File: src/core/sprc_consts.vh
`ifndef SPRC_CONSTS_VH
`define SPRC_CONSTS_VH
// ----------------------------------------------------------------
// register offsets
// ----------------------------------------------------------------
`define SPRC_A_RISE 8'h00
`define SPRC_A_FALL 8'h04
`define SPRC_A_UNIT 8'h08
`define SPRC_A_LOLIM 8'h0c
`define SPRC_A_HILIM 8'h10
`define SPRC_A_TARGET 8'h14
`define SPRC_A_RANGE 8'h18
`define SPRC_A_CT1 8'h1c
`define SPRC_A_CT2 8'h20
`define SPRC_A_CT3 8'h24
`define SPRC_A_SRC 8'h28
`define SPRC_A_MODE 8'h2c
`define SPRC_A_WSP 8'h30
`define SPRC_A_STAT 8'h34
// ----------------------------------------------------------------
// fields, limits and reset values
// ----------------------------------------------------------------
`define SPRC_RATE_MAX 14'h270f
`define SPRC_UNIT_MAX 2'h2
`define SPRC_TYPE_MAX 5'h14
`define SPRC_EVT_MAX 3'h5
`define SPRC_CT_TYPE_LSB 0
`define SPRC_CT_EVT_LSB 5
`define SPRC_SRC_RST 6'h09
`define SPRC_MODE_RST 3'h3
`define SPRC_MODE_RUN 0
`define SPRC_MODE_AUTO 1
`define SPRC_MODE_REV 2
// ----------------------------------------------------------------
// contact operation types
// ----------------------------------------------------------------
`define SPRC_T_GRP1 5'h01
`define SPRC_T_GRP2 5'h02
`define SPRC_T_GRP4 5'h03
`define SPRC_T_READY 5'h07
`define SPRC_T_MANUAL 5'h08
`define SPRC_T_AT 5'h0a
`define SPRC_T_ST 5'h0b
`define SPRC_T_REV 5'h0c
`define SPRC_T_NORAMP 5'h0d
`define SPRC_T_HOLD 5'h0e
`define SPRC_T_MAXH 5'h0f
`define SPRC_T_MINH 5'h10
`define SPRC_T_TIMER 5'h11
`define SPRC_T_UNLATCH 5'h12
// ----------------------------------------------------------------
// timing
// ----------------------------------------------------------------
`define SPRC_CLK_NS 10
`define SPRC_SEC_NS 1000000000
`define SPRC_SEC_CYCLES (`SPRC_SEC_NS / `SPRC_CLK_NS)
`define SPRC_MIN_SECS 12'h03c
`define SPRC_HOUR_SECS 12'he10
`endif

File: src/core/sprc_top.v
`timescale 1ns/1ps
`include "sprc_consts.vh"
// Functional notes
// - rate 0 or 0.1..999.9; zero disables ramp
// - rise and fall rates act independently
// - ramp time base second, minute or hour
// - restart from pv at power-on, mode entries
// - auto tuning completion restarts ramp from pv
// - setpoint clamped between low and high limits
// - range type change reloads both limits
// - type 13 on disables ramping
// - disabled ramp jumps to final target
// - three contacts, type 0..20, default 0
// - group number is one plus weights on
// - type 10 starts or stops auto tuning
// - type 12 inverts control action
// - type 18 on releases all latches
// - types 4,5,6,9,19,20 do nothing
// - type 17 timers, all or one event
// - di1, di2 feed contacts 1, 2 by default
module sprc_top #(
   parameter SEC_CYCLES = `SPRC_SEC_CYCLES
) (
   input wire sys_clk,
   input wire arst_n,
   input wire [7:0] addr,
   input wire [31:0] wdata,
   input wire wr_stb,
   input wire rd_stb,
   output reg [31:0] rdata_q,
   input wire [1:0] di,
   input wire signed [15:0] process_value,
   input wire signed [15:0] range_low,
   input wire signed [15:0] range_high,
   input wire at_done,
   output reg signed [15:0] setpoint_q,
   output reg [2:0] local_setpoint_group_q,
   output reg run_q,
   output reg auto_q,
   output reg ramp_active_q,
   output reg auto_tuning_q,
   output reg self_tuning_q,
   output reg action_reverse_q,
   output reg latch_release_q,
   output reg [4:0] timer_run_q,
   output reg hold_value_q,
   output reg hold_max_q,
   output reg hold_min_q
);
   // ----------------------------------------------------------------
   // helpers
   // ----------------------------------------------------------------
   function any_on;
      input [14:0] ty;
      input [2:0] on;
      input [4:0] t;
      integer k;
      begin
         any_on = 1'b0;
         for (k = 0; k < 3; k = k + 1)
            if (on[k] && ty[k*5 +: 5] == t)
               any_on = 1'b1;
      end
   endfunction

   function signed [15:0] clamp;
      input signed [16:0] v;
      input signed [15:0] lo;
      input signed [15:0] hi;
      begin
         if (v < lo)
            clamp = lo;
         else if (v > hi)
            clamp = hi;
         else
            clamp = v[15:0];
      end
   endfunction

   // ----------------------------------------------------------------
   // reset release
   // ----------------------------------------------------------------
   reg rst_s1_q;
   reg rst_n_q;
   always @(posedge sys_clk or negedge arst_n)
   begin
      if (!arst_n)
      begin
         rst_s1_q <= 1'b0;
         rst_n_q <= 1'b0;
      end
      else
      begin
         rst_s1_q <= 1'b1;
         rst_n_q <= rst_s1_q;
      end
   end

   // ----------------------------------------------------------------
   // configuration registers
   // ----------------------------------------------------------------
   reg [13:0] rise_q;
   reg [13:0] fall_q;
   reg [1:0] unit_q;
   reg signed [15:0] lolim_q;
   reg signed [15:0] hilim_q;
   reg signed [15:0] target_q;
   reg [7:0] range_q;
   reg [7:0] ct_q [0:2];
   reg [5:0] src_q;
   reg [2:0] mode_q;
   reg init_q;
   wire wr_lo = wr_stb && addr == `SPRC_A_LOLIM;
   wire wr_hi = wr_stb && addr == `SPRC_A_HILIM;
   wire signed [15:0] wval = wdata[15:0];
   integer i;
   integer j;

   always @(posedge sys_clk or negedge rst_n_q)
   begin
      if (!rst_n_q)
      begin
         rise_q <= 14'h0000;
         fall_q <= 14'h0000;
         unit_q <= 2'h0;
         lolim_q <= 16'h0000;
         hilim_q <= 16'h0000;
         target_q <= 16'h0000;
         range_q <= 8'h00;
         for (i = 0; i < 3; i = i + 1)
            ct_q[i] <= 8'h00;
         src_q <= `SPRC_SRC_RST;
         mode_q <= `SPRC_MODE_RST;
         init_q <= 1'b1;
      end
      else
      begin
         init_q <= 1'b0;
         if (wr_stb && addr == `SPRC_A_RISE && wdata[13:0] <= `SPRC_RATE_MAX)
            rise_q <= wdata[13:0];
         if (wr_stb && addr == `SPRC_A_FALL && wdata[13:0] <= `SPRC_RATE_MAX)
            fall_q <= wdata[13:0];
         if (wr_stb && addr == `SPRC_A_UNIT && wdata[1:0] <= `SPRC_UNIT_MAX)
            unit_q <= wdata[1:0];
         if (wr_lo)
            lolim_q <= clamp({wval[15], wval}, range_low, range_high);
         if (wr_hi)
            hilim_q <= clamp({wval[15], wval}, range_low, range_high);
         if (wr_stb && addr == `SPRC_A_TARGET)
            target_q <= wval;
         if (wr_stb && addr == `SPRC_A_RANGE)
            range_q <= wdata[7:0];
         if (init_q || (wr_stb && addr == `SPRC_A_RANGE &&
             wdata[7:0] != range_q))
         begin
            lolim_q <= range_low;
            hilim_q <= range_high;
         end
         for (i = 0; i < 3; i = i + 1)
            if (wr_stb && addr == `SPRC_A_CT1 + 8'h04 * i[7:0] &&
                wdata[4:0] <= `SPRC_TYPE_MAX && wdata[7:5] <= `SPRC_EVT_MAX)
               ct_q[i] <= wdata[7:0];
         if (wr_stb && addr == `SPRC_A_SRC)
            src_q <= wdata[5:0];
         if (wr_stb && addr == `SPRC_A_MODE)
            mode_q <= wdata[2:0];
      end
   end

   // ----------------------------------------------------------------
   // contact decode
   // ----------------------------------------------------------------
   wire [2:0] con;
   wire [14:0] ty;
   genvar g;
   generate
      for (g = 0; g < 3; g = g + 1)
      begin : g_ct
         wire [1:0] s = src_q[g*2 +: 2];
         assign con[g] = (s == 2'h1) ? di[0] :
                         (s == 2'h2) ? di[1] : 1'b0;
         assign ty[g*5 +: 5] = ct_q[g][4:0];
      end
   endgenerate

   wire ramp_en = ~any_on(ty, con, `SPRC_T_NORAMP);
   wire run_d = mode_q[`SPRC_MODE_RUN] &
                ~any_on(ty, con, `SPRC_T_READY);
   wire auto_d = mode_q[`SPRC_MODE_AUTO] &
                 ~any_on(ty, con, `SPRC_T_MANUAL);
   wire at_d = any_on(ty, con, `SPRC_T_AT);
   wire [2:0] grp_d = 3'h1 + {2'h0, any_on(ty, con, `SPRC_T_GRP1)} +
                      {1'h0, any_on(ty, con, `SPRC_T_GRP2), 1'b0} +
                      {any_on(ty, con, `SPRC_T_GRP4), 2'h0};

   reg [4:0] timer_d;
   always @*
   begin
      timer_d = timer_run_q;
      for (j = 0; j < 3; j = j + 1)
         if (ty[j*5 +: 5] == `SPRC_T_TIMER)
         begin
            if (ct_q[j][7:5] == 3'h0)
               timer_d = {5{con[j]}};
            else
               timer_d[ct_q[j][7:5] - 3'h1] = con[j];
         end
   end

   // ----------------------------------------------------------------
   // ramp time base
   // ----------------------------------------------------------------
   reg [31:0] cyc_q;
   reg [11:0] sec_q;
   wire sec_end = cyc_q == SEC_CYCLES - 1;
   wire [11:0] base = (unit_q == 2'h1) ? `SPRC_MIN_SECS :
                      (unit_q == 2'h2) ? `SPRC_HOUR_SECS : 12'h001;
   wire tick = sec_end && sec_q >= base - 12'h001;

   // ----------------------------------------------------------------
   // setpoint ramp
   // ----------------------------------------------------------------
   wire signed [15:0] tgt = clamp({target_q[15], target_q},
                                  lolim_q, hilim_q);
   wire signed [16:0] up = {setpoint_q[15], setpoint_q} +
                           {3'h0, rise_q};
   wire signed [16:0] dn = {setpoint_q[15], setpoint_q} -
                           {3'h0, fall_q};
   wire signed [15:0] lo_now = init_q ? range_low : lolim_q;
   wire signed [15:0] hi_now = init_q ? range_high : hilim_q;
   wire restart = init_q | at_done | (auto_tuning_q & ~at_d) |
                  (run_d & auto_d & ((~run_q & auto_q) |
                  (run_q & ~auto_q)));

   always @(posedge sys_clk or negedge rst_n_q)
   begin
      if (!rst_n_q)
      begin
         cyc_q <= 32'h0;
         sec_q <= 12'h000;
         setpoint_q <= 16'h0000;
         ramp_active_q <= 1'b0;
         run_q <= 1'b0;
         auto_q <= 1'b0;
         auto_tuning_q <= 1'b0;
         self_tuning_q <= 1'b0;
         action_reverse_q <= 1'b0;
         latch_release_q <= 1'b0;
         timer_run_q <= 5'h00;
         hold_value_q <= 1'b0;
         hold_max_q <= 1'b0;
         hold_min_q <= 1'b0;
         local_setpoint_group_q <= 3'h1;
      end
      else
      begin
         cyc_q <= sec_end ? 32'h0 : cyc_q + 32'h1;
         if (tick)
            sec_q <= 12'h000;
         else if (sec_end)
            sec_q <= sec_q + 12'h001;
         if (restart)
            setpoint_q <= clamp({process_value[15], process_value},
                                lo_now, hi_now);
         else if (!ramp_en)
            setpoint_q <= tgt;
         else if (setpoint_q < tgt)
         begin
            if (rise_q == 14'h0000)
               setpoint_q <= tgt;
            else if (tick)
               setpoint_q <= (up > tgt) ? tgt : up[15:0];
         end
         else if (setpoint_q > tgt)
         begin
            if (fall_q == 14'h0000)
               setpoint_q <= tgt;
            else if (tick)
               setpoint_q <= (dn < tgt) ? tgt : dn[15:0];
         end
         ramp_active_q <= ramp_en && setpoint_q != tgt &&
                          ((setpoint_q < tgt) ? rise_q != 14'h0000 :
                          fall_q != 14'h0000);
         run_q <= run_d;
         auto_q <= auto_d;
         auto_tuning_q <= at_d;
         self_tuning_q <= any_on(ty, con, `SPRC_T_ST);
         action_reverse_q <= mode_q[`SPRC_MODE_REV] ^
                             any_on(ty, con, `SPRC_T_REV);
         latch_release_q <= any_on(ty, con, `SPRC_T_UNLATCH);
         timer_run_q <= timer_d;
         hold_value_q <= any_on(ty, con, `SPRC_T_HOLD);
         hold_max_q <= any_on(ty, con, `SPRC_T_MAXH);
         hold_min_q <= any_on(ty, con, `SPRC_T_MINH);
         local_setpoint_group_q <= grp_d;
      end
   end

   // ----------------------------------------------------------------
   // register read
   // ----------------------------------------------------------------
   reg [31:0] rd_d;
   always @*
   begin
      case (addr)
         `SPRC_A_RISE: rd_d = {18'h0, rise_q};
         `SPRC_A_FALL: rd_d = {18'h0, fall_q};
         `SPRC_A_UNIT: rd_d = {30'h0, unit_q};
         `SPRC_A_LOLIM: rd_d = {{16{lolim_q[15]}}, lolim_q};
         `SPRC_A_HILIM: rd_d = {{16{hilim_q[15]}}, hilim_q};
         `SPRC_A_TARGET: rd_d = {{16{target_q[15]}}, target_q};
         `SPRC_A_RANGE: rd_d = {24'h0, range_q};
         `SPRC_A_CT1: rd_d = {24'h0, ct_q[0]};
         `SPRC_A_CT2: rd_d = {24'h0, ct_q[1]};
         `SPRC_A_CT3: rd_d = {24'h0, ct_q[2]};
         `SPRC_A_SRC: rd_d = {26'h0, src_q};
         `SPRC_A_MODE: rd_d = {29'h0, mode_q};
         `SPRC_A_WSP: rd_d = {{16{setpoint_q[15]}}, setpoint_q};
         `SPRC_A_STAT: rd_d = {21'h0, con, ramp_en, auto_tuning_q,
                               ramp_active_q, auto_q, run_q,
                               local_setpoint_group_q};
         default: rd_d = 32'h0;
      endcase
   end

   always @(posedge sys_clk or negedge rst_n_q)
   begin
      if (!rst_n_q)
         rdata_q <= 32'h0;
      else
         rdata_q <= rd_stb ? rd_d : 32'h0;
   end
endmodule // sprc_top

File: config.mk
export PLATFORM = sky130hd
export DESIGN_NAME = sprc_top
export DESIGN_NICKNAME = d
export VERILOG_FILES = /design/src/core/sprc_top.v
export VERILOG_INCLUDE_DIRS = /design/src /design/src/core
export SDC_FILE = /design/constraint.sdc
export NUM_CORES = 1
export LEC_CHECK = 0
export BUFFER_PORTS_ARGS = -buffer_cell sky130_fd_sc_hd__buf_2
export CAP_MARGIN = 5
export CELL_PAD_IN_SITES_DETAIL_PLACEMENT = 1
export CELL_PAD_IN_SITES_GLOBAL_PLACEMENT = 1
export CORE_UTILIZATION = 43
export DETAILED_ROUTE_END_ITERATION = 8
export PLACE_DENSITY = 0.85
export SYNTH_ARGS = -nofsm -noshare
export SYNTH_HDL_FRONTEND = slang
export SYNTH_SLANG_ARGS = --single-unit
File: constraint.sdc
create_clock -name sys_clk -period 7 [get_ports sys_clk]
set_clock_uncertainty 0.1 [all_clocks]
set_input_delay 0.35 -clock sys_clk [delete_from_list [all_inputs] [get_ports sys_clk]]
set_output_delay 0.35 -clock sys_clk [all_outputs]
set_load 0.005 [all_outputs]
## Yosys cells after proc, flatten, opt, wreduce, memory -nomap -nowiden

Index checks and enable logic that the tools add are counted.

- Reductions and logical operators: 82
- $lt $le $gt $ge: 21
- Eq/ne operators: 67
- Bitwise logic cells: 18
- Mux-type cells: 90
- Add/subtract/negate cells: 11

Operators by type and width:

| cell | count |
|---|---|
| case mux 32 bit (14 select lines) | 1 |
| two-way mux 16 bit | 22 |
| equality test 5 x 4 -> 1 bit (second input constant) | 21 |
| logical AND 1 bit | 67 |
| > comparator 16 bit | 4 |
| < comparator 16 bit | 4 |
| two-way mux 32 bit | 2 |
| two-way mux 1 bit | 49 |
| equality test 8 x 6 -> 1 bit (second input constant) | 6 |
| two-way mux 12 bit | 4 |
| equality test 5 bit (second input constant) | 9 |
| adder 32 x 1 -> 32 bit (second input constant) | 1 |
| equality test 32 x 27 -> 1 bit (second input constant) | 1 |
| equality test 8 x 5 -> 1 bit (second input constant) | 4 |
| equality test 5 x 2 -> 1 bit (second input constant) | 6 |
| two-way mux 5 bit | 6 |
| logical NOT 14 bit | 2 |
| nonzero test 14 bit | 2 |
| adder 16 x 15 -> 17 bit | 1 |
| > comparator 17 x 16 -> 1 bit | 1 |
| < comparator 17 x 16 -> 1 bit | 1 |
| subtractor 16 x 15 -> 17 bit | 1 |
| equality test 8 x 4 -> 1 bit (second input constant) | 2 |
| != test 16 bit | 1 |
| other kinds (33) | 71 |

- Output and inout bits: 66
- Word-level logic and storage cells: 320
- Bits of input ports: 95
- Register bits: 232

## Depth between registers and ports, before layout

Gate-level depths: netlist (run 1).

- Word-level depth: 14
- Gate-level depth with buffers: 26
- Depth with buffers taken out: 23

## Worst setup path after synthesis (run 1)

OpenSTA, ideal clock, no wires.

- Path type: register to register
- Start: register hilim_q[7]
- End: register setpoint_q[12]
- Library setup time: 0.137 ns
- Period minus slack after synthesis: 5.732 ns
- Arrival time: 5.495 ns
- Path buffers: 2
- Stages on the path, launching flop included: 24
- Data required time: 6.763 ns
- Path slack: 1.268 ns
- Cell sequence: dfrtp_1 -> inv_1 -> ha_1 -> a21o_1 -> a21o_1 -> o311ai_1 -> a31oi_1 -> nor2_2 -> clkbuf_1 -> mux2i_1 -> nor2_1 -> a21oi_1 -> ha_1 -> and4_1 -> and3_1 -> nand2_1 -> a211o_1 -> or4_1 -> a21o_1 -> and3_1 -> or3_4 -> buf_6 -> a222oi_1 -> a21oi_1

- Word-level cells in the longest chain between the ends: 11
- Elaborated cells on any way between the ends: 25
- Those cells by class: 6 x order compare; 1 x eq/ne; 15 x mux; 3 x reduce/logical

RTL lines:

| item | RTL line | RTL |
|---|---|---|
| start, declared | sprc_top.v:106 | `reg signed [15:0] hilim_q;` |
| start signal, assigned | sprc_top.v:148 | `hilim_q <= clamp({wval[15], wval}, range_low, range_high);` |
| start signal, assigned | sprc_top.v:157 | `hilim_q <= range_high;` |
| > comparator 16 bit | sprc_top.v:73 | `else if (v > hi)` |
| two-way mux 16 bit | sprc_top.v:73 |  |
| two-way mux 16 bit | sprc_top.v:71 | `if (v < lo)` |
| < comparator 17 x 16 -> 1 bit | sprc_top.v:279 | `setpoint_q <= (dn < tgt) ? tgt : dn[15:0];` |
| two-way mux 16 bit | sprc_top.v:279 |  |
| two-way mux 16 bit | sprc_top.v:278 | `else if (tick)` |
| two-way mux 16 bit | sprc_top.v:276 | `if (fall_q == 14'h0000)` |
| two-way mux 16 bit | sprc_top.v:274 | `else if (setpoint_q > tgt)` |
| two-way mux 16 bit | sprc_top.v:267 | `else if (setpoint_q < tgt)` |
| two-way mux 16 bit | sprc_top.v:265 | `else if (!ramp_en)` |
| two-way mux 16 bit | sprc_top.v:262 | `if (restart)` |
| end signal, assigned | sprc_top.v:263 | `setpoint_q <= clamp({process_value[15], process_value},` |
| end signal, assigned | sprc_top.v:266 | `setpoint_q <= tgt;` |
| end signal, assigned | sprc_top.v:270 | `setpoint_q <= tgt;` |
| end, declared | sprc_top.v:36 | `output reg signed [15:0] setpoint_q,` |

Parallel ways exist; a longest one is shown, timed or not. The select of a mux whose other input is x is not followed.
A chain may end at the register's enable or synchronous reset.

## Worst setup path after layout (run 1)

- Start: register target_q[13]
- End: register setpoint_q[9]

- Word-level cells in the longest chain between the ends: 11
- Elaborated cells on any way between the ends: 22
- Those cells by class: 6 x order compare; 1 x eq/ne; 12 x mux; 3 x reduce/logical

RTL lines:

| item | RTL line | RTL |
|---|---|---|
| start, declared | sprc_top.v:107 | `reg signed [15:0] target_q;` |
| start signal, assigned | sprc_top.v:150 | `target_q <= wval;` |
| > comparator 16 bit | sprc_top.v:73 |  |
| two-way mux 16 bit | sprc_top.v:73 |  |
| two-way mux 16 bit (*) | sprc_top.v:71 |  |
| < comparator 17 x 16 -> 1 bit | sprc_top.v:279 |  |
| two-way mux 16 bit | sprc_top.v:279 |  |
| two-way mux 16 bit | sprc_top.v:278 |  |
| two-way mux 16 bit | sprc_top.v:276 |  |
| two-way mux 16 bit | sprc_top.v:274 |  |
| two-way mux 16 bit | sprc_top.v:267 |  |
| two-way mux 16 bit | sprc_top.v:265 |  |
| two-way mux 16 bit | sprc_top.v:262 |  |

Mark *: on every way between the ends. The rest lies on a longest branch, timed or not. The select of a mux whose other input is x is not followed.

==> results of run 1 <==
-- layer usage --
layer | share of wire (%) | wire length (um)
met3 | 7.7 | 5070
met4 | 5.1 | 3390
met1 | 41 | 27000
met2 | 46 | 30600
met5 | 0 | 0
-- metrics by stage --
stage	setup slack [ns]	utilization (%)	total power [uW]	cells
2_1_floorplan	0.446	-	2810	1930
3_3_place_gp	0.939	47.2	3450	2560
3_5_place_dp	0.726	47.2	3550	2560
4_1_cts	0.684	49.7	4920	2627
5_1_grt	0.202	49.7	5200	2628
6_report	0.544	49.7	4960	2628
-- layout by cell type, fill, tap and decap left out, types with 18 or more instances in the layout --
| cell type | netlist | layout |
|---|---|---|
| sky130_fd_sc_hd__a21o_1 | 36 | 36 |
| sky130_fd_sc_hd__a21oi_1 | 84 | 83 |
| sky130_fd_sc_hd__a221o_1 | 20 | 20 |
| sky130_fd_sc_hd__a22oi_1 | 53 | 53 |
| sky130_fd_sc_hd__a31oi_1 | 33 | 33 |
| sky130_fd_sc_hd__and2_1 | 24 | 24 |
| sky130_fd_sc_hd__and3_1 | 31 | 31 |
| sky130_fd_sc_hd__buf_2 | 3 | 144 |
| sky130_fd_sc_hd__buf_4 | 16 | 50 |
| sky130_fd_sc_hd__clkbuf_16 | 0 | 27 |
| sky130_fd_sc_hd__dfrtp_1 | 210 | 209 |
| sky130_fd_sc_hd__ha_1 | 188 | 188 |
| sky130_fd_sc_hd__inv_1 | 130 | 130 |
| sky130_fd_sc_hd__mux2_2 | 84 | 84 |
| sky130_fd_sc_hd__mux2i_1 | 56 | 56 |
| sky130_fd_sc_hd__nand2_1 | 144 | 144 |
| sky130_fd_sc_hd__nand2b_1 | 26 | 26 |
| sky130_fd_sc_hd__nand3_1 | 61 | 61 |
| sky130_fd_sc_hd__nand4_1 | 31 | 31 |
| sky130_fd_sc_hd__nor2_1 | 132 | 131 |
| sky130_fd_sc_hd__nor2b_1 | 27 | 27 |
| sky130_fd_sc_hd__nor3_1 | 20 | 18 |
| sky130_fd_sc_hd__o21ai_0 | 113 | 113 |
| sky130_fd_sc_hd__xnor2_1 | 43 | 43 |
| sky130_fd_sc_hd__xor2_1 | 28 | 28 |
-- where the power goes --
part / internal, uW / switching, uW / total [uW]
sequential: 1340 / 238 / 1580
clock: 767 / 594 / 1360
combinational: 806 / 1220 / 2020
total: 2920 / 2050 / 4960
-- path summary, 6_finish.rpt --
path | startpoint | end | cells after the start
min in group asynchronous | rst_n_q | hold_min_q | 0
setup / recovery | target_q[13] | setpoint_q[9] | 20
max in group asynchronous | rst_n_q | setpoint_q[15] | 1
setup reg to reg | target_q[13] | setpoint_q[9] | 20
hold reg to reg | rst_s1_q | rst_n_q | 0
hold / removal | wdata[14] | target_q[14] | 2
-- cell type report --
| cell class | instances | area [um^2] |
|---|---|---|
| clock inverter | 11 | 73.8 |
| multi-input combinational | 1494 | 11100 |
| tap | 525 | 657 |
| sequential | 216 | 5420 |
| fill | 4726 | 20000 |
| timing repair buffer | 212 | 1290 |
| clock buffer | 39 | 771 |
| inverter | 131 | 492 |
-- flip-flops by register name, summed over array words and instances (netlist names), 2 cells and up --
signal,count
cyc_q,32
ct_q,24
hilim_q,16
lolim_q,16
rdata_q,16
setpoint_q,16
target_q,16
fall_q,14
rise_q,14
sec_q,12
range_q,8
src_q,6
timer_run_q,5
local_setpoint_group_q,3
mode_q,3
unit_q,2
-- kinds of logic (layout without fill, tap and decap cells) --
logic type | count (synthesis) | after routing | share of synthesized area, %
AOI/OAI and AO/OA | 524 | 524 | 21.2
adders and majority gates | 190 | 190 | 13.8
muxes | 140 | 140 | 8.67
xor gates and xnor gates | 71 | 71 | 3.58
DFF | 216 | 216 | 31.2
buffers and inverters | 220 | 393 | 5.17
and+or+nand+nor | 566 | 566 | 16.4
other | 2 | 3 | 0.0432
-- worst max-delay path, cell delays in order, from the launching register on --
cell	delay, ns
sky130_fd_sc_hd__dfrtp_1	0.44
sky130_fd_sc_hd__ha_1	0.32
sky130_fd_sc_hd__a21o_1	0.16
sky130_fd_sc_hd__a211oi_1	0.31
sky130_fd_sc_hd__nor3b_1	0.53
sky130_fd_sc_hd__o2111ai_2	0.33
sky130_fd_sc_hd__and2_0	0.43
sky130_fd_sc_hd__a21oi_1	0.43
sky130_fd_sc_hd__inv_1	0.16
sky130_fd_sc_hd__ha_1	0.32
sky130_fd_sc_hd__a21o_1	0.18
sky130_fd_sc_hd__a21o_1	0.18
sky130_fd_sc_hd__a21oi_1	0.28
sky130_fd_sc_hd__o21ai_0	0.19
sky130_fd_sc_hd__a211oi_1	0.26
sky130_fd_sc_hd__and2_1	0.18
sky130_fd_sc_hd__a21oi_1	0.16
sky130_fd_sc_hd__o211ai_1	0.14
sky130_fd_sc_hd__and2_1	0.75
sky130_fd_sc_hd__o32ai_1	0.31
sky130_fd_sc_hd__a31oi_1	0.22
-- timing repair --
item / in CTS / in global routing
hold buffers: 17 / 0
hold endpoints to repair: 17 / 0
endpoints found under the setup margin: 0 / 0
==> impl_results.rst, run 1 <==
.. list-table::
   :header-rows: 1

   * - Metric
     - Value
   * - Post-DR wirelength/cell
     - 25.1 um
   * - Power density cells
     - 251 mW/mm^2
   * - Number of storage elements in the synthesis netlist
     - 216
   * - Number of clock sinks
     - 216
   * - Primary flip-flop cell chosen by synthesis mapping
     - sky130_fd_sc_hd__dfrtp_1
   * - Number of DRC markers after the initial detailed-route iteration
     - 1,410
   * - Tmin final
     - 6.46 ns
   * - Antenna violations before repair
     - 0
   * - Chip height
     - 203 um
   * - TritonCTS clock tree
     - done
   * - Grt met1 use
     - 41.1%
   * - Final max-slew violation count
     - 0
   * - Data arrival time at the worst-slack endpoint
     - 6.86 ns
   * - Half-perimeter wire length after placement
     - 50.3 mm
   * - Post-synthesis instance area
     - 0.0174 mm^2
   * - Final instance area
     - 0.0198 mm^2
   * - Met3 Track Usage GR
     - 5.01%
   * - RSZ-0062 raised after global routing
     - false
   * - Period Utilization, post-route
     - 92.2%
   * - Clock root cell
     - sky130_fd_sc_hd__clkbuf_16
   * - Nets@finish
     - 2,367
   * - Fraction of final layout cells sized beyond drive strength 1
     - 17.7%
   * - Most Crowded Layer GR
     - met2
   * - Die width
     - 203 um
   * - Vias per cell
     - 6.49
   * - Outcome
     - complete, no violations
   * - Nature of the critical path endpoint
     - register
   * - Placeable core region
     - 0.0398 mm^2
   * - Number of CTS-inserted buffers
     - 27
   * - Worst slew margin relative to its limit
     - 19.1%
   * - Final hold slack
     - 0.00445 ns
   * - Critical path startpoint category
     - register
   * - Final Wtd Congestion
     - 0.940
   * - Max Clock Freq
     - 155 MHz
   * - Share of the synthesized area in the top cell type
     - 30.3%
   * - Overall routing resource usage
     - 31.8%
   * - Async set-reset flop share out of synthesis
     - 100%
   * - Die area
     - 0.0412 mm^2
   * - Number of detailed-route iterations in the first pass
     - 6
   * - Effective utilization at floorplan
     - 43.6%
   * - Number of H-tree branching levels
     - 1
   * - Post-Synthesis Mean Instance Area
     - 9.01 um^2
   * - Post-synthesis cell type count
     - 85
   * - Met2 Track Usage GR
     - 52.0%
   * - Max FO, Critical Path
     - 19
   * - Clock slew at reported path FFs
     - 0.06 ns
   * - Setup tns final
     - 0 ns
   * - First-pass GRT wire length
     - 102 mm
   * - Min-Delay Path Class
     - primary input to register
   * - Maximum ir drop on the vdd rail
     - 183 uV
   * - Kind of critical path
     - register to register
   * - # Max-Cap Violations
     - 0
   * - Leakage component of the power
     - 0.00949 uW
   * - Number of synthesized flops with an enable pin
     - 0
   * - Number of warnings reported in the yosys synthesis log
     - 0
   * - Via count of the first global-routing pass
     - 17,700
   * - Maximum number of pins on one net before global-route repair
     - 139
   * - CP Data Required Time
     - 7.41 ns
   * - Overflow left after global routing
     - 0
   * - Setup Buffers After CTS
     - 0
   * - Port buffer count
     - 144
   * - Most numerous cell types in the synthesized netlist
     - sky130_fd_sc_hd__dfrtp_1, sky130_fd_sc_hd__ha_1, sky130_fd_sc_hd__nand2_1
   * - Largest area contributor in the synthesized netlist
     - sky130_fd_sc_hd__dfrtp_1
   * - Cell area reported after detailed placement
     - 0.0188 mm^2
   * - Total Wirelength
     - 66.1 mm
   * - Number of inserted diodes
     - 0
   * - Antenna-violating nets left
     - 0
   * - Sequential area share after synthesis
     - 31.2%
   * - Via count
     - 17,100
   * - Post-route DRC
     - 0
   * - Standard-cell row count
     - 73
   * - Biggest area contributors in the synthesized netlist
     - sky130_fd_sc_hd__dfrtp_1, sky130_fd_sc_hd__ha_1, sky130_fd_sc_hd__mux2_2
   * - Maximum number of buffers from clock root to sink
     - 3
   * - Setup slack of the worst register-to-register path
     - 0.54 ns
   * - Layout overhead on the synthesized area
     - 14.0%
   * - Worst Tran Pin Value
     - 1.21 ns
   * - Post-synthesis instance total
     - 1,929
   * - Hold Fails Final Rpt
     - 0
   * - Setup Viol. Count Final
     - 0
   * - Number of cells upsized or downsized after cts
     - 0
   * - Cell with the most instances after synthesis
     - sky130_fd_sc_hd__dfrtp_1
   * - Number of ports placed on the die boundary
     - 161
   * - Insertion delay to the later sink of the worst-skew pair
     - 0.59 ns
(Power assumes the default switching activity.)
==> inputs of run 2 (changes only) <==
SETUP_SLACK_MARGIN = 0.15   (was not set)
clock period = 5.45 ns   (was 7 ns; I/O delays follow)
==> impl_results.rst, run 2 (same netlist as run 1, synthesis figures left out) <==
.. list-table::
   :header-rows: 1

   * - Metric
     - Value
   * - Critical Path Sink
     - setpoint_q[11]
   * - Total buffers and inverters traversed by the critical path
     - 6 (+5)
   * - Period Utilization, post-route
     - 120% (+28 points)
   * - Number of standard cells in the final layout excluding fillers
     - 2,785 (+6.0%)
   * - Maximum number of pins on one net before global-route repair
     - 133 (-4.3%)
   * - Antenna violations before repair
     - 13 (+13)
   * - Total Wirelength
     - 86.2 mm (+30%)
   * - Max FO, Critical Path
     - 6 (-13)
   * - Number of clock sinks
     - 216 (unchanged)
   * - Clock slew at reported path FFs
     - 0.06 ns (about the same)
   * - Min-Delay Path Class
     - register to async pin
   * - Vias per cell
     - 6.92 (+6.7%)
   * - Effective utilization at floorplan
     - 43.6% (unchanged)
   * - Die width
     - 203 um (unchanged)
   * - Number of cells after detailed placement
     - 2,655 (+3.7%)
   * - Nets@finish
     - 2,525 (+6.7%)
   * - Insertion delay to the later sink of the worst-skew pair
     - 0.59 ns (about the same)
   * - Post-Place Worst Slack
     - -0.167 ns (-0.893 ns)
   * - Kind of critical path
     - register to register
   * - Maximum single-stage delay on the critical path
     - 0.60 ns (-0.15 ns)
   * - Worst Tran Pin Value
     - 1.41 ns (+0.195 ns)
   * - Setup Viol. Count Final
     - 17 (+17)
   * - Post-DR wirelength/cell
     - 30.9 um (+23%)
   * - Port buffer count
     - 144 (unchanged)
   * - Clock root cell
     - sky130_fd_sc_hd__clkbuf_16
   * - Hold Fails Final Rpt
     - 0 (unchanged)
   * - Overall routing resource usage
     - 36.1% (+4.3 points)
   * - Worst Reg2Reg Path Length in Cells
     - 26 (+30%)
   * - Largest reg by FF count
     - cyc_q
   * - Die area
     - 0.0412 mm^2 (unchanged)
   * - Chip height
     - 203 um (unchanged)
   * - Half-perimeter wire length after placement
     - 53.8 mm (+6.9%)
   * - Outcome
     - finished, violations left
   * - Number of H-tree branching levels
     - 1 (unchanged)
   * - Most frequent standard cell in the layout excluding fill and tap cells
     - sky130_fd_sc_hd__dfrtp_1
   * - CP Data Required Time
     - 5.78 ns (-1.63 ns)
   * - First element of the critical path
     - lolim_q[12]
   * - Setup tns final
     - -14.88 ns (-14.88 ns)
   * - Maximum number of buffers from clock root to sink
     - 3 (unchanged)
   * - Most used cell, CP
     - sky130_fd_sc_hd__buf_4
   * - Capturing point of the worst reg2reg path
     - setpoint_q[11]
   * - Setup slack of the worst register-to-register path
     - -1.09 ns (-1.64 ns)
   * - Final max-slew violation count
     - 0 (unchanged)
   * - Final instance area
     - 0.0220 mm^2 (+11%)
   * - Area of the multi-input gates
     - 0.0119 mm^2 (+7.4%)
   * - Number of CTS-inserted buffers
     - 26 (-3.7%)
   * - Total area of sequential cells
     - 0.00542 mm^2 (about the same)
   * - Placeable core region
     - 0.0398 mm^2 (unchanged)
   * - Overflow left after global routing
     - 0 (unchanged)
   * - Number of DRC markers after the initial detailed-route iteration
     - 2,392 (+70%)
   * - Number of detailed-route iterations in the first pass
     - 8 (+2)
   * - R2r startpoint
     - lolim_q[12]
   * - Highest-count cells in the layout ignoring fill and taps
     - sky130_fd_sc_hd__dfrtp_1, sky130_fd_sc_hd__buf_4, sky130_fd_sc_hd__ha_1
   * - Maximum ir drop on the vdd rail
     - 263 uV (+44%)
   * - Depth of the critical timing path with buffers and inverters included
     - 26 (+30%)
   * - Via count
     - 19,300 (+13%)
   * - RSZ-0062 raised after global routing
     - true
   * - Max Clock Freq
     - 153 MHz (-1.3%)
   * - # Max-Cap Violations
     - 0 (unchanged)
   * - Fill cell instance count of the final layout
     - 4,629 (-2.1%)
   * - Leakage component of the power
     - 0.0104 uW (+9.7%)
   * - Critical path startpoint category
     - register
   * - First-pass GRT wire length
     - 115 mm (+12%)
   * - Final Wtd Congestion
     - 0.955 (+1.5%)
   * - Fraction of final layout cells sized beyond drive strength 1
     - 28.6% (+11 points)
   * - Cell area reported after detailed placement
     - 0.0195 mm^2 (+4.1%)
   * - Cell with the largest stage delay on the worst path
     - sky130_fd_sc_hd__a211oi_2
   * - Standard-cell row count
     - 73 (unchanged)
   * - Violations in the final reports
     - negative setup slack
   * - Worst slew margin relative to its limit
     - 5.30% (-14 points)
   * - Data arrival time at the worst-slack endpoint
     - 6.88 ns (+0.02 ns)
   * - Flip-flop count of the largest register after layout
     - 32 (unchanged)
   * - Nature of the critical path endpoint
     - register
   * - Antenna-violating nets left
     - 0 (unchanged)
   * - Tmin final
     - 6.54 ns (+0.0864 ns)
   * - Power density cells
     - 348 mW/mm^2 (+39%)
   * - Layout overhead on the synthesized area
     - 26.4%
   * - Top flop regs
     - cyc_q x32, ct_q x24
   * - Post-route DRC
     - 0 (unchanged)
   * - TritonCTS clock tree
     - done
   * - Post-layout total power
     - 7640 uW (+54%)
   * - Gate family responsible for the most delay along the worst path
     - compound AO/OA/AOI/OAI gates
   * - Worst Setup Slack, final
     - -1.09 ns (-1.64 ns)
   * - Number of ports placed on the die boundary
     - 161 (unchanged)
   * - Via count of the first global-routing pass
     - 19,100 (+8.0%)
==> run 2: worst min-delay path by stage <==
stage / start / endpoint / slack, ns / depth (start not counted)
2_1_floorplan: arst_n / rst_n_q / -0.12 / 0
3_3_place_gp: arst_n / rst_s1_q / -0.04 / 1
3_5_place_dp: arst_n / rst_s1_q / -0.04 / 1
4_1_cts: wdata[8] / fall_q[8] / 0.003 / 3
5_1_grt: rst_n_q / timer_run_q[4] / 0.02 / 0
6_report: rst_n_q / timer_run_q[4] / 0.02 / 0
==> run 2: repair_timing <==
action                     in CTS  in global routing
pin swaps                      44                 64
resized for setup              58                119
hold endpoints to repair       26                  0
gates cloned                    1                  1
setup endpoints to repair      16                 17
buffers inserted               34                 21
hold buffers                   24                  0
==> run 2: power by group <==
part           switching, uW  total (uW)  internal (uW)
clock network            781        1820           1040
registers                212        1940           1730
logic                   2270        3880           1610
total                   3260        7640           4380
==> run 2: layer usage <==
| metal | track usage [%] | vias up | share of wire, % |
|---|---|---|---|
| li1 | - | 7779 | - |
| met1 | 44.0 | 9352 | 35 |
| met2 | 58.1 | 1564 | 43 |
| met3 | 8.88 | 581 | 13 |
| met4 | 20.9 | 6 | 8.8 |
| met5 | 0 | - | 0.080 |
==> run 2: area by class of cell <==
| type | instances | share of cell area (%) |
|---|---|---|
| Antenna cell | 5 | 0.0570 |
| Clock buffer | 33 | 3.17 |
| Timing Repair Buffer | 371 | 11.9 |
| Multi-Input combinational cell | 1494 | 54.3 |
| Clock inverter | 10 | 0.633 |
| Inverter | 131 | 2.24 |
| Tap cell | 525 | 2.99 |
| Sequential cell | 216 | 24.7 |
==> run 2: stage by stage <==
stage	util (%)	hold WS, ns
floorplan	-	-0.123
CTS	53.3	0.00315
global placement	49.1	-0.0433
finish	55.1	0.0155
detailed placement	49.1	-0.0388
global route	55.1	0.0232
